`src/verilog/rdc_defines.vh`:
```
// register offsets, field positions and timing counts of the redistributor control block
`ifndef RDC_DEFINES_VH
`define RDC_DEFINES_VH
`define RDC_OFF_CONTROL 16'h0000
`define RDC_OFF_CLEAR_ACTIVE 16'h0380
`define RDC_OFF_CLEAR_ENABLE 16'h0180
`define RDC_BIT_UWP 31
`define RDC_BIT_DIS_G1S 26
`define RDC_BIT_DIS_G1NS 25
`define RDC_BIT_DIS_G0 24
`define RDC_BIT_RWP 3
`define RDC_BIT_MSG_EN 0
`define RDC_CTRL_RESET 1'b0
`define RDC_SGI_BITS 16
`define RDC_PROP_CYCLES 4
`endif

```
`src/verilog/rdc_redist_ctrl.v`:
```
// redistributor control, clear-active and clear-enable register logic
// Function
// - bit 31 reads 1 until all upstream writes reached the distributor
// - bit 26 set blocks secure group-1 one-of-N selection of this processor
// - bit 25 set blocks non-secure group-1 one-of-N selection
// - bit 24 set blocks group-0 one-of-N selection
// - without group-disable support the three disable bits read zero, ignore writes
// - secure group-1 disable bit: RAZ/WI if single state or non-secure access
// - group-0 disable bit: RAZ/WI to non-secure access with two states
// - disable bits and interrupt enable reset to zero
// - bit 3 reads 1 while disable, clear-enable or enable-clear writes propagate
// - bit 0 clear discards doorbells and ignores translation requests
// - enable bit reads zero without message support or non-secure routing
// - enable 0 to 1 write starts a pending-table load
// - enable may lock once set, chosen by a parameter
// - enable cleared or kept when non-secure routing drops, by parameter
// - selectable only awake, not disabled, group enabled; asleep never selectable, whatever the wake option
// - disable-bit change on forwarded interrupt requests a retarget
// - bits 15:0 software-generated, bits 31:16 private interrupts
// - clear-active reads active state, writing 1 deactivates active interrupts
// - clear bits RAZ/WI when routing disabled for the interrupt's security state
// - secure interrupt clear bits RAZ/WI to non-secure accesses with two states
// - clear-enable reads forwarding enable, writing 1 disables forwarding
`timescale 1ns/1ps
`include "rdc_defines.vh"
module rdc_redist_ctrl #(
    parameter GROUP_DISABLE_SUPPORTED = 1,
    parameter MSG_SUPPORTED = 1,
    parameter MSG_ENABLE_LOCKS = 0,
    parameter CLEAR_ENABLE_ON_ROUTE_OFF = 1,
    parameter PROP_CYCLES = `RDC_PROP_CYCLES
) (
    CORE_CLK,
    RST_B,
    REG_SEL,
    REG_WR,
    REG_ADDR,
    REG_WDATA,
    REG_SECURE,
    REG_RDATA,
    SINGLE_SECURITY_STATE,
    NONSECURE_AFFINITY_ROUTING_EN,
    SECURE_AFFINITY_ROUTING_EN,
    WAKE_ON_NONSECURE_GROUP1,
    PROCESSOR_ASLEEP,
    GRP0_EN,
    GRP1S_EN,
    GRP1NS_EN,
    UPSTREAM_BUSY,
    IRQ_GROUP_SECURE,
    IRQ_ACTIVE,
    IRQ_FWD_EN,
    FWD_G0,
    FWD_G1S,
    FWD_G1NS,
    SELECTABLE_G0,
    SELECTABLE_G1S,
    SELECTABLE_G1NS,
    RETARGET_REQ,
    DEACTIVATE,
    DISABLE_FWD,
    MSG_INTERRUPT_ENABLE,
    PENDING_LOAD_START
);
    // clock and reset
    input wire CORE_CLK;
    input wire RST_B;

    // memory-mapped register port
    input wire REG_SEL;
    input wire REG_WR;
    input wire [15:0] REG_ADDR;
    input wire [31:0] REG_WDATA;
    input wire REG_SECURE;
    output reg [31:0] REG_RDATA;

    // security and routing configuration from the distributor
    input wire SINGLE_SECURITY_STATE;
    input wire NONSECURE_AFFINITY_ROUTING_EN;
    input wire SECURE_AFFINITY_ROUTING_EN;
    input wire WAKE_ON_NONSECURE_GROUP1;

    // processor state and group enables
    input wire PROCESSOR_ASLEEP;
    input wire GRP0_EN;
    input wire GRP1S_EN;
    input wire GRP1NS_EN;
    input wire UPSTREAM_BUSY;

    // banked interrupt state held on the far side
    input wire [31:0] IRQ_GROUP_SECURE;
    input wire [31:0] IRQ_ACTIVE;
    input wire [31:0] IRQ_FWD_EN;
    input wire FWD_G0;
    input wire FWD_G1S;
    input wire FWD_G1NS;

    // eligibility levels and one-cycle requests
    output wire SELECTABLE_G0;
    output wire SELECTABLE_G1S;
    output wire SELECTABLE_G1NS;
    output reg RETARGET_REQ;
    output reg [31:0] DEACTIVATE;
    output reg [31:0] DISABLE_FWD;
    output wire MSG_INTERRUPT_ENABLE;
    output reg PENDING_LOAD_START;

    reg dis_g0_reg;
    reg dis_g1s_reg;
    reg dis_g1ns_reg;
    reg msg_en_reg;
    reg ns_route_d_reg;
    reg [7:0] rwp_cnt_reg;
    reg [7:0] rwp_cnt_next;
    wire wr_ctrl;
    wire wr_cact;
    wire wr_cena;
    wire rd_any;
    wire g0_ok;
    wire g1s_ok;
    wire g1ns_ok;
    wire msg_ok;
    wire [31:0] bit_ok;
    wire dis_change;
    wire en_clear;
    wire chg_g0;
    wire chg_g1s;
    wire chg_g1ns;
    wire retarget_next;
    wire awake;
    wire [31:0] ctrl_word;
    wire [31:0] cact_word;
    wire [31:0] cena_word;
    wire [31:0] deact_next;
    wire [31:0] disfwd_next;
    genvar g;

    // register hit for one offset, used by the write decode only
    function hit;
        input [15:0] addr;
        input [15:0] offset;
        begin
            hit = (addr == offset);
        end
    endfunction

    // per-bit access mask for a given security state
    function [31:0] access_mask;
        input [31:0] grp_sec;
        input sec;
        input single;
        input route_s;
        input route_ns;
        integer i;
        begin
            access_mask = 32'h0;
            for (i = 0; i < 32; i = i + 1) begin
                // routing per the interrupt's own security state
                access_mask[i] = (grp_sec[i] ? route_s : route_ns) &&
                    (single || sec || !grp_sec[i]);
            end
        end
    endfunction

    // address decode
    assign wr_ctrl = REG_SEL && REG_WR && hit(REG_ADDR, `RDC_OFF_CONTROL);
    assign wr_cact = REG_SEL && REG_WR && hit(REG_ADDR, `RDC_OFF_CLEAR_ACTIVE);
    assign wr_cena = REG_SEL && REG_WR && hit(REG_ADDR, `RDC_OFF_CLEAR_ENABLE);
    assign rd_any = REG_SEL && !REG_WR;

    // field access gating
    assign g1s_ok = (GROUP_DISABLE_SUPPORTED != 0) && !SINGLE_SECURITY_STATE && REG_SECURE;
    assign g0_ok = (GROUP_DISABLE_SUPPORTED != 0) && (SINGLE_SECURITY_STATE || REG_SECURE);
    assign g1ns_ok = (GROUP_DISABLE_SUPPORTED != 0);
    assign msg_ok = (MSG_SUPPORTED != 0) && NONSECURE_AFFINITY_ROUTING_EN;
    assign bit_ok = access_mask(IRQ_GROUP_SECURE, REG_SECURE, SINGLE_SECURITY_STATE,
        SECURE_AFFINITY_ROUTING_EN, NONSECURE_AFFINITY_ROUTING_EN);

    // per-group disable-bit changes accepted by the current access
    assign chg_g0 = g0_ok && (REG_WDATA[`RDC_BIT_DIS_G0] != dis_g0_reg);
    assign chg_g1s = g1s_ok && (REG_WDATA[`RDC_BIT_DIS_G1S] != dis_g1s_reg);
    assign chg_g1ns = g1ns_ok && (REG_WDATA[`RDC_BIT_DIS_G1NS] != dis_g1ns_reg);
    assign dis_change = wr_ctrl && (chg_g0 || chg_g1s || chg_g1ns);

    // retarget only if a forwarded group's disable bit changed
    assign retarget_next = wr_ctrl && ((chg_g0 && FWD_G0) || (chg_g1s && FWD_G1S) ||
        (chg_g1ns && FWD_G1NS));
    assign en_clear = wr_ctrl && msg_ok && msg_en_reg && !REG_WDATA[`RDC_BIT_MSG_EN] &&
        (MSG_ENABLE_LOCKS == 0);

    // asleep never selectable here whatever the wake option
    assign awake = !PROCESSOR_ASLEEP;

    // one-of-N eligibility per group
    assign SELECTABLE_G0 = awake && !dis_g0_reg && GRP0_EN;
    assign SELECTABLE_G1S = awake && !dis_g1s_reg && GRP1S_EN;
    assign SELECTABLE_G1NS = awake && !dis_g1ns_reg && GRP1NS_EN &&
        !(PROCESSOR_ASLEEP && WAKE_ON_NONSECURE_GROUP1);
    assign MSG_INTERRUPT_ENABLE = msg_en_reg && NONSECURE_AFFINITY_ROUTING_EN;

    // control word as read; gated fields read zero where the access may not see them
    assign ctrl_word = {
        UPSTREAM_BUSY,
        4'h0,
        dis_g1s_reg && g1s_ok,
        dis_g1ns_reg && g1ns_ok,
        dis_g0_reg && g0_ok,
        20'h0,
        (rwp_cnt_reg != 8'h00),
        2'h0,
        msg_en_reg && msg_ok
    };

    // clear-register read words, state visible only where the access may reach it
    assign cact_word = IRQ_ACTIVE & bit_ok;
    assign cena_word = IRQ_FWD_EN & bit_ok;

    // per-interrupt pulse requests; bits 15:0 software-generated, 31:16 private
    generate
        for (g = 0; g < 32; g = g + 1) begin : g_pulse
            // deactivate only what is active and reachable by this access
            assign deact_next[g] = wr_cact && REG_WDATA[g] && bit_ok[g] &&
                IRQ_ACTIVE[g];
            // disable forwarding only where it is enabled and reachable
            assign disfwd_next[g] = wr_cena && REG_WDATA[g] && bit_ok[g] &&
                IRQ_FWD_EN[g];
        end
    endgenerate

    // propagation counter restarted by every tracked write
    always @* begin
        rwp_cnt_next = rwp_cnt_reg;
        if (dis_change || en_clear || wr_cena) begin
            rwp_cnt_next = PROP_CYCLES[7:0];
        end else if (rwp_cnt_reg != 8'h00) begin
            rwp_cnt_next = rwp_cnt_reg - 8'h01;
        end
    end

    // control fields, strobes and propagation state
    always @(posedge CORE_CLK or negedge RST_B) begin
        if (!RST_B) begin
            dis_g0_reg <= `RDC_CTRL_RESET;
            dis_g1s_reg <= `RDC_CTRL_RESET;
            dis_g1ns_reg <= `RDC_CTRL_RESET;
            msg_en_reg <= `RDC_CTRL_RESET;
            ns_route_d_reg <= 1'b0;
            rwp_cnt_reg <= 8'h00;
            RETARGET_REQ <= 1'b0;
            PENDING_LOAD_START <= 1'b0;
            DEACTIVATE <= 32'h0;
            DISABLE_FWD <= 32'h0;
        end else begin
            ns_route_d_reg <= NONSECURE_AFFINITY_ROUTING_EN;
            rwp_cnt_reg <= rwp_cnt_next;
            PENDING_LOAD_START <= 1'b0;
            if (wr_ctrl) begin
                if (g0_ok) begin
                    dis_g0_reg <= REG_WDATA[`RDC_BIT_DIS_G0];
                end
                if (g1s_ok) begin
                    dis_g1s_reg <= REG_WDATA[`RDC_BIT_DIS_G1S];
                end
                if (g1ns_ok) begin
                    dis_g1ns_reg <= REG_WDATA[`RDC_BIT_DIS_G1NS];
                end
                if (msg_ok && REG_WDATA[`RDC_BIT_MSG_EN] && !msg_en_reg) begin
                    msg_en_reg <= 1'b1;
                    PENDING_LOAD_START <= 1'b1;
                end else if (en_clear) begin
                    msg_en_reg <= 1'b0;
                end
            end
            if (ns_route_d_reg && !NONSECURE_AFFINITY_ROUTING_EN &&
                (CLEAR_ENABLE_ON_ROUTE_OFF != 0)) begin
                msg_en_reg <= 1'b0;
            end
            RETARGET_REQ <= retarget_next;
            DEACTIVATE <= deact_next;
            DISABLE_FWD <= disfwd_next;
        end
    end

    // read data, registered; unmapped offsets read zero
    always @(posedge CORE_CLK or negedge RST_B) begin
        if (!RST_B) begin
            REG_RDATA <= 32'h0;
        end else if (rd_any) begin
            REG_RDATA <= 32'h0;
            case (REG_ADDR)
                `RDC_OFF_CONTROL: begin
                    REG_RDATA <= ctrl_word;
                end
                `RDC_OFF_CLEAR_ACTIVE: begin
                    REG_RDATA <= cact_word;
                end
                `RDC_OFF_CLEAR_ENABLE: begin
                    REG_RDATA <= cena_word;
                end
                default: begin
                    REG_RDATA <= 32'h0;
                end
            endcase
        end
    end
endmodule
```
`config.mk`:
```
export PLATFORM = sky130hd
export DESIGN_NAME = rdc_redist_ctrl
export DESIGN_NICKNAME = d
export VERILOG_FILES = /design/src/verilog/rdc_redist_ctrl.v
export VERILOG_INCLUDE_DIRS = /design/src /design/src/verilog
export SDC_FILE = /design/constraint.sdc
export NUM_CORES = 1
export LEC_CHECK = 0
export BUFFER_PORTS_ARGS = -buffer_cell sky130_fd_sc_hd__buf_2
export CAP_MARGIN = 10
export CORE_MARGIN = 2
export CORE_UTILIZATION = 46
export DETAILED_ROUTE_END_ITERATION = 10
export PLACE_DENSITY = 0.81
export SLEW_MARGIN = 15
export SYNTH_ARGS = -nofsm -noshare
export SYNTH_HDL_FRONTEND = slang
export SYNTH_SLANG_ARGS = --single-unit
export TNS_END_PERCENT = 10
```
`constraint.sdc`:
```
create_clock -name CORE_CLK -period 2 [get_ports CORE_CLK]
set_input_delay 0.3 -clock CORE_CLK [delete_from_list [all_inputs] [get_ports CORE_CLK]]
set_output_delay 0.3 -clock CORE_CLK [all_outputs]
set_load 0.005 [all_outputs]
```
==> Word-level counts from Yosys, hierarchy flattened <==
Index checks and enable logic that the tools add are counted.
{ "totals": {"register_bits": 111, "input_bits": 161, "output_inout_bits": 102, "wordCells": 403} }
{ "classes": {"add_sub_neg": 1, "eq_ne": 5, "mux": 41, "n_bitwise": 2, "n_reduce_logical": 343} }
{ "op_table": {"columns": ["cell", "n"], "rows": [
  ["1-bit logical AND", 254],
  ["32-bit one-hot mux with 3 select lines", 1],
  ["32-bit bitwise AND", 2],
  ["1-bit zero test", 42],
  ["1-bit logical OR", 39],
  ["1-bit two-way mux", 38],
  ["16-bit by 10-bit == test with 1-bit output, second input constant", 1],
  ["16-bit by 9-bit == test with 1-bit output, second input constant", 1],
  ["16-bit zero test", 1],
  ["8-bit two-way mux", 2],
  ["8-bit nonzero test", 1],
  ["8-bit by 1-bit subtractor with 8-bit output, second input constant", 1],
  ["2-bit AND reduction", 3],
  ["2-bit nonzero test", 2],
  ["1-bit != test", 3],
  ["3-bit nonzero test", 1]
]} }

==> Logic depth before layout (Yosys ltp) <==
Gate-level depths: netlist (run 1).
{ "logic_depth": {"depth_word": 9, "ltp_mapped": 6, "depth_no_buf": 6} }

==> Worst setup path before layout (run 1) <==
Ideal clock, no wire load.
{ "synth_timing": {"path_kind": "input -> register", "from": "input port NONSECURE_AFFINITY_ROUTING_EN", "to": "register rwp_cnt_reg[2]", "setup_time_ps": 129, "arrival_ps": 1503, "required_ps": 1871, "slack_ps": 368, "stages": 5, "path_buffers": 1, "cell_sequence": "clkbuf_1 and2_1 a21o_1 o311a_1 a2111o_1"} }
{ "synth_via": {"elab_chain_len": 6, "word_cells_on_any_way": 7, "classes_between": "mux: 1; reduce/logical: 6"} }
{ "synth_rtl": {"columns": ["element", "line_no", "source"], "rows": [
  ["start: declaration", "rdc_redist_ctrl.v:79", "input wire NONSECURE_AFFINITY_ROUTING_EN;"],
  ["1-bit logical AND (*) (3 in series)", "rdc_redist_ctrl.v:188", "assign en_clear = wr_ctrl && msg_ok && msg_en_reg && !REG_WDATA[`RDC_BIT_MSG_EN] &&"],
  ["1-bit logical OR (*) (2 in series)", "rdc_redist_ctrl.v:233", "if (dis_change || en_clear || wr_cena) begin"],
  ["8-bit two-way mux / 2-bit nonzero test (equally long branches)", null, null],
  ["end signal: assignment", "rdc_redist_ctrl.v:255", "rwp_cnt_reg <= rwp_cnt_next;"],
  ["end: declaration", "rdc_redist_ctrl.v:113", "reg [7:0] rwp_cnt_reg;"]
]} }
Every way passes the cells marked *; elsewhere a longest branch is shown, timed or not.
A chain may end at the register's enable or synchronous reset.

==> Final worst setup path (run 1) <==
{ "layout_timing": {"from": "register msg_en_reg", "to": "register rwp_cnt_reg[2]"} }
{ "layout_via": {"elab_chain_len": 5, "word_cells_on_any_way": 6, "classes_between": "mux: 1; reduce/logical: 5"} }
{ "layout_rtl": {"columns": ["element", "line_no", "source"], "rows": [
  ["start: declaration", "rdc_redist_ctrl.v:111", "reg msg_en_reg;"],
  ["start signal: assignment", "rdc_redist_ctrl.v:246", "msg_en_reg <= `RDC_CTRL_RESET;"],
  ["1-bit logical AND (*) (2 in series)", "rdc_redist_ctrl.v:188", null],
  ["1-bit logical OR (*) (2 in series)", "rdc_redist_ctrl.v:233", null],
  ["8-bit two-way mux / 2-bit nonzero test (equally long branches)", null, null]
]} }
Marks and branches as above.

==> impl_metrics.tcl, run 1 <==
set metrics [dict create \
    synth_cell_types 51 \
    syn_inst 451 \
    hold_violations 0 \
    wl_per_cell_um 18.8 \
    final_cell_mix "260 x buf_2, 111 x dfrtp_1, 61 x and3_1" \
    wl_um 16200 \
    hold_path.class "primary input to flop" \
    drt_drc_violations_left 0 \
    critPathMaxStageDelay_ns 0.42 \
    cts.sinks 111 \
    ys_warn_count 0 \
    drive_gt1_share_pct 42.9 \
    grtUsageTotal_pct 26.6 \
    reg_top3 "DEACTIVATE: 32 flops, DISABLE_FWD: 32 flops, REG_RDATA: 32 flops" \
    ir_worst_vdd_v 0.000556 \
    design.die.area_um2 12200 \
    antenna_found_initial 0 \
    async_reset_ff_share_pct 100 \
    sw_frac_of_total_pct 25.1 \
    required_ns 2.22 \
    dp.cells 845 \
    cts_max_path_buffers 2 \
    setup-tns-final_ns 0 \
    p_comb_share_pct 12.2 \
    worst-setup-path-type "flop to flop" \
    leakagePower_nw 4.18 \
    final_common_cell "buf_2" \
    diodes 0 \
    rsz0062_at_grt "no" \
    synth.avg_cell_area_um2 11.6 \
    cts_resized 0 \
    crit_fanout 8 \
    crit_path_end_kind "flop" \
    cts_setup_buffers 0 \
    cts-root-buf "clkbuf_16" \
    crit_chain "and2_1 -> a21o_1 -> o311a_1 -> a2111o_1" \
    cp_slowest_cell "o311a_1" \
    htree_levels 3 \
    fin_skew_ns 0.0118 \
    relSlewSlack_pct 68.9 \
    tritoncts "built" \
    pin_count 263 \
    synth_fp_nets 614 \
    synth.cell_area_um2 5210 \
    fin_crit_ns 1.73 \
    p_seq_share_pct 49.9 \
    overflow 0 \
    ys_seq_elements 111 \
    initial_utilization_pct 47.6 \
    ant_nets 0 \
    p_int_w 0.00344 \
    worstSkewPairLatency_ns 0.35 \
    seq_area_frac_synth_pct 53.3 \
    ys.flop_type "dfrtp_1" \
    start_kind "flop" \
    maxSlewViolCount 0 \
    synth_edf_count 0 \
    firstDrtPassIters 5 \
    place_congestion 0.931 \
    rows 38 \
    whs_ns 0.195 \
    grt_pass1_vias 5149 \
    crit_arrival_ns 1.95 \
    worst_pin_slew_ns 0.459 \
    cts_hold_buf 1 \
    core_area_um2 10900 \
    switchingPower_w 0.00115 \
    fp.dieW_um 110 \
    grt_max_degree 49 \
    viasPerCell 5.52 \
    cts_inserted_buffers 9 \
    dr_total_vias 4757 \
    cts.clk_slew.worst_paths_ns 0.08 \
    io_buffers 261 \
    grt_pass1_wl_um 25900 \
    die_h_um 110 \
    fin_crit_sh_pct 86.3 \
    pwr_density_cell_nw_per_um2 648 \
    p_clk_share_pct 37.9 \
    nets 880 \
    syn_to_final_growth_pct 35.8 \
    first_iter_violations 325 \
    fmax_ghz 0.579 \
    setup_viol 0 \
    fin_cells 862 \
    dp_hpwl_um 12200 \
    cap_viol_max_count 0 \
    status "finished clean" \
]
## worst paths after layout
kind | from | end | slack [ns] | cells after the start
worst max-delay path | msg_en_reg | rwp_cnt_reg[2] | 0.27 | 4
worst min-delay path | UPSTREAM_BUSY | REG_RDATA[31] | 0.19 | 2
worst max register to register | msg_en_reg | rwp_cnt_reg[2] | 0.27 | 4
worst min register to register | msg_en_reg | PENDING_LOAD_START | 0.48 | 1
max in group asynchronous | RST_B | RETARGET_REQ | 0.99 | 3
min in group asynchronous | RST_B | DISABLE_FWD[14] | 0.42 | 2
## Yosys cell counts, drive strengths merged, types with 2 or more instances
| cell | count | share of area, % |
|---|---|---|
| clkbuf | 13 | 0.96 |
| nor3 | 16 | 1.9 |
| and4 | 5 | 0.84 |
| nand2b | 3 | 0.36 |
| and3 | 61 | 7.3 |
| or3 | 2 | 0.24 |
| a32oi | 2 | 0.34 |
| ha | 2 | 0.48 |
| mux2 | 5 | 1.1 |
| nor4 | 6 | 1.3 |
| nand4 | 2 | 0.65 |
| xor2 | 3 | 0.50 |
| inv | 9 | 0.65 |
| and2 | 2 | 0.24 |
| nand2 | 6 | 0.43 |
| nor2 | 39 | 3.0 |
| xnor2 | 3 | 0.50 |
| o22ai | 2 | 0.24 |
| o41ai | 2 | 0.34 |
| nor2b | 34 | 4.1 |
| a22o | 26 | 4.4 |
| dfrtp | 111 | 53 |
| buf | 11 | 1.1 |
| mux2i | 60 | 12 |
| nor3b | 3 | 0.43 |
| a221o | 4 | 0.77 |
## per-stage QoR
stage	setup slack (ns)	cell area, µm²	total power [W]	utilization (%)
floorplan	0.368	5210	0.00257	-
global route	0.137	7070	0.00478	64.7
CTS	0.278	7070	0.00461	64.7
detailed placement	0.0299	6780	0.00289	62.0
finish	0.273	7070	0.00458	64.7
global placement	0.121	6780	0.00287	62.0
## power groups by stage
stage	clock network (W)	logic [W]	registers [W]
global route	0.00187	0.000620	0.00229
finish	0.00174	0.000561	0.00229
detailed placement	0	0.000558	0.00233
floorplan	0	0.000241	0.00233
CTS	0.00177	0.000563	0.00229
global placement	0	0.000538	0.00233
## area by class of cell
type	instances	area [µm²]
clock buffers	12	256
flip-flops and latches	111	2780
repair buffers	279	1500
well taps	140	175
multi-input cells	307	2310
fillers	882	3860
inverters	9	33.8
clock inverters	4	28.8
## kinds of logic after synthesis
group	after synthesis	share of synthesized area, %
AOI/OAI and AO/OA	50	8.29
xor gates and xnor gates	6	1.01
adders and majority gates	2	0.480
buffers and inverters	33	2.71
DFF	111	53.3
muxes	65	12.6
and+or+nand+nor	184	21.6
## layer usage
metal,vias up,share of wire (%),GRT usage [%]
met5,-,0,0
met4,0,2.9,11.4
met3,40,7.0,5.98
met2,250,51,45.6
met1,2295,39,32.2
li1,2172,-,-
## worst max-delay path: cells and delay by family, from the launching register on
family	cells	cell delay (ns)
AO/OA/AOI/OAI	3	0.99
flip-flops	1	0.40
AND/OR/NAND/NOR	1	0.22
Power figures use the tool's default switching activity.
==> run 2, diff against run 1 <==
--- a/config.mk
+++ b/config.mk
@@ -11,7 +11,7 @@
 export CORE_MARGIN = 2
 export CORE_UTILIZATION = 46
 export DETAILED_ROUTE_END_ITERATION = 10
-export PLACE_DENSITY = 0.81
+export PLACE_DENSITY = 0.9
 export SLEW_MARGIN = 15
 export SYNTH_ARGS = -nofsm -noshare
 export SYNTH_HDL_FRONTEND = slang
==> run 2 against run 1 <==
Effect of this change: power increased by 0.95%; final area decreased by 0.14%; flip-flop and latch count unchanged.
==> impl_metrics.tcl, run 2 (synthesis gave the netlist of run 1 again) <==
set metrics [dict create \
    status "finished clean" \
    pwr_density_cell_nw_per_um2 655 \
    viasPerCell 5.51 \
    rsz0062_at_grt "no" \
    required_ns 2.24 \
    maxSlewViolCount 0 \
    worst-setup-path-type "flop to flop" \
    grt_max_degree 46 \
    cts_inserted_buffers 9 \
    grtUsageTotal_pct 25.6 \
    final_cell_mix "260 x buf_2, 111 x dfrtp_1, 61 x and3_1" \
    io_buffers 261 \
    dr_total_vias 4734 \
    nFillCells 887 \
    grt_pass1_wl_um 25300 \
    worst_pin_slew_ns 0.519 \
    wl_per_cell_um 18.0 \
    hold_path.class "primary input to flop" \
    cts_resized 0 \
    relSlewSlack_pct 65.4 \
    ir_worst_vdd_v 0.000349 \
    reg_top3 "DEACTIVATE: 32 flops, DISABLE_FWD: 32 flops, REG_RDATA: 32 flops" \
    grt_pass1_vias 5087 \
    die_h_um 110 \
    drive_gt1_share_pct 42.8 \
    fin_crit_ns 1.75 \
    cap_viol_max_count 0 \
    tritoncts "built" \
    final_common_cell "buf_2" \
    fmax_ghz 0.570 \
    pin_count 263 \
    diodes 0 \
    leakagePower_nw 4.17 \
    start_kind "flop" \
    rows 38 \
    crit_path_end_kind "flop" \
    wl_um 15500 \
    htree_levels 3 \
    setup_viol 0 \
    core_area_um2 10900 \
    initial_utilization_pct 47.6 \
    setup-tns-final_ns 0 \
    power_w 0.00463 \
    place_congestion 0.916 \
    cts.clk_slew.worst_paths_ns 0.07 \
    hold_violations 0 \
    syn_to_final_growth_pct 35.6 \
    cts-root-buf "clkbuf_16" \
    dp.cells 842 \
    fin_crit_sh_pct 87.7 \
    fin_skew_ns 0.00911 \
    dp_hpwl_um 11600 \
    overflow 0 \
    worstSkewPairLatency_ns 0.34 \
    cts_max_path_buffers 2 \
    drt_drc_violations_left 0 \
    nets 877 \
    ant_nets 0 \
    crit_arrival_ns 1.99 \
    first_iter_violations 343 \
    design.die.area_um2 12200 \
    firstDrtPassIters 5 \
    antenna_found_initial 0 \
    cts.sinks 111 \
    crit_fanout 4 \
    fp.dieW_um 110 \
    fin_cells 859 \
]
-- run 2: metrics by stage --
stage | cell area (µm²) | hold slack (ns) | utilization, % | worst slack [ns]
floorplan | 5210 | 0.00441 | - | 0.368
global placement | 6760 | 0.295 | 61.8 | 0.179
detailed placement | 6760 | 0.303 | 61.8 | 0.0993
CTS | 7060 | 0.192 | 64.6 | 0.243
global route | 7060 | 0.197 | 64.6 | 0.0682
finish | 7060 | 0.207 | 64.6 | 0.246
-- run 2: timing repair --
item                                    in CTS  in global routing
endpoints found under the setup margin       0                  0
hold buffers                                 1                  0
hold endpoints to repair                    36                  0
buffers inserted                             0                  0
-- run 2: cell type report --
class | instances | area (µm²) | share of cell area [%]
Timing Repair Buffer | 276 | 1470 | 20.9
Tap cell | 140 | 175 | 2.48
Clock buffer | 9 | 225 | 3.19
Multi-Input combinational cell | 307 | 2310 | 32.6
Clock inverter | 7 | 72.6 | 1.03
Sequential cell | 111 | 2780 | 39.3
Inverter | 9 | 33.8 | 0.478
-- run 2: where the power goes --
part	leakage (nW)	internal [W]	switching, W	total (W)
registers	1.53	0.00226	0.0000263	0.00229
logic	2.50	0.000252	0.000303	0.000555
clock network	0.142	0.000974	0.000809	0.00178
-- run 2: metal layers --
layer	GRT usage, %	share of wire, %	vias up
li1	-	-	2168
met1	31.2	41	2324
met2	46.3	51	232
met3	4.72	7.2	10
met4	7.08	0.87	0
met5	0	0	-
-- run 2: worst paths after layout --
path,startpoint,end,slack [ns],cells past startpoint
max,rwp_cnt_reg[0],rwp_cnt_reg[5],0.25,6
min,IRQ_ACTIVE[1],DEACTIVATE[1],0.21,2
max reg2reg,rwp_cnt_reg[0],rwp_cnt_reg[5],0.25,6
min reg2reg,msg_en_reg,PENDING_LOAD_START,0.50,1
max in group asynchronous,RST_B,dis_g1ns_reg,0.86,3
min in group asynchronous,RST_B,DEACTIVATE[2],0.49,2
-- run 2: worst max-delay path: stages, from the launching register on --
cell and delay (ns):
dfrtp_1 0.39, inv_1 0.08, ha_1 0.23, nand2b_1 0.11
o311ai_1 0.14, or4_1 0.44, a211oi_1 0.27
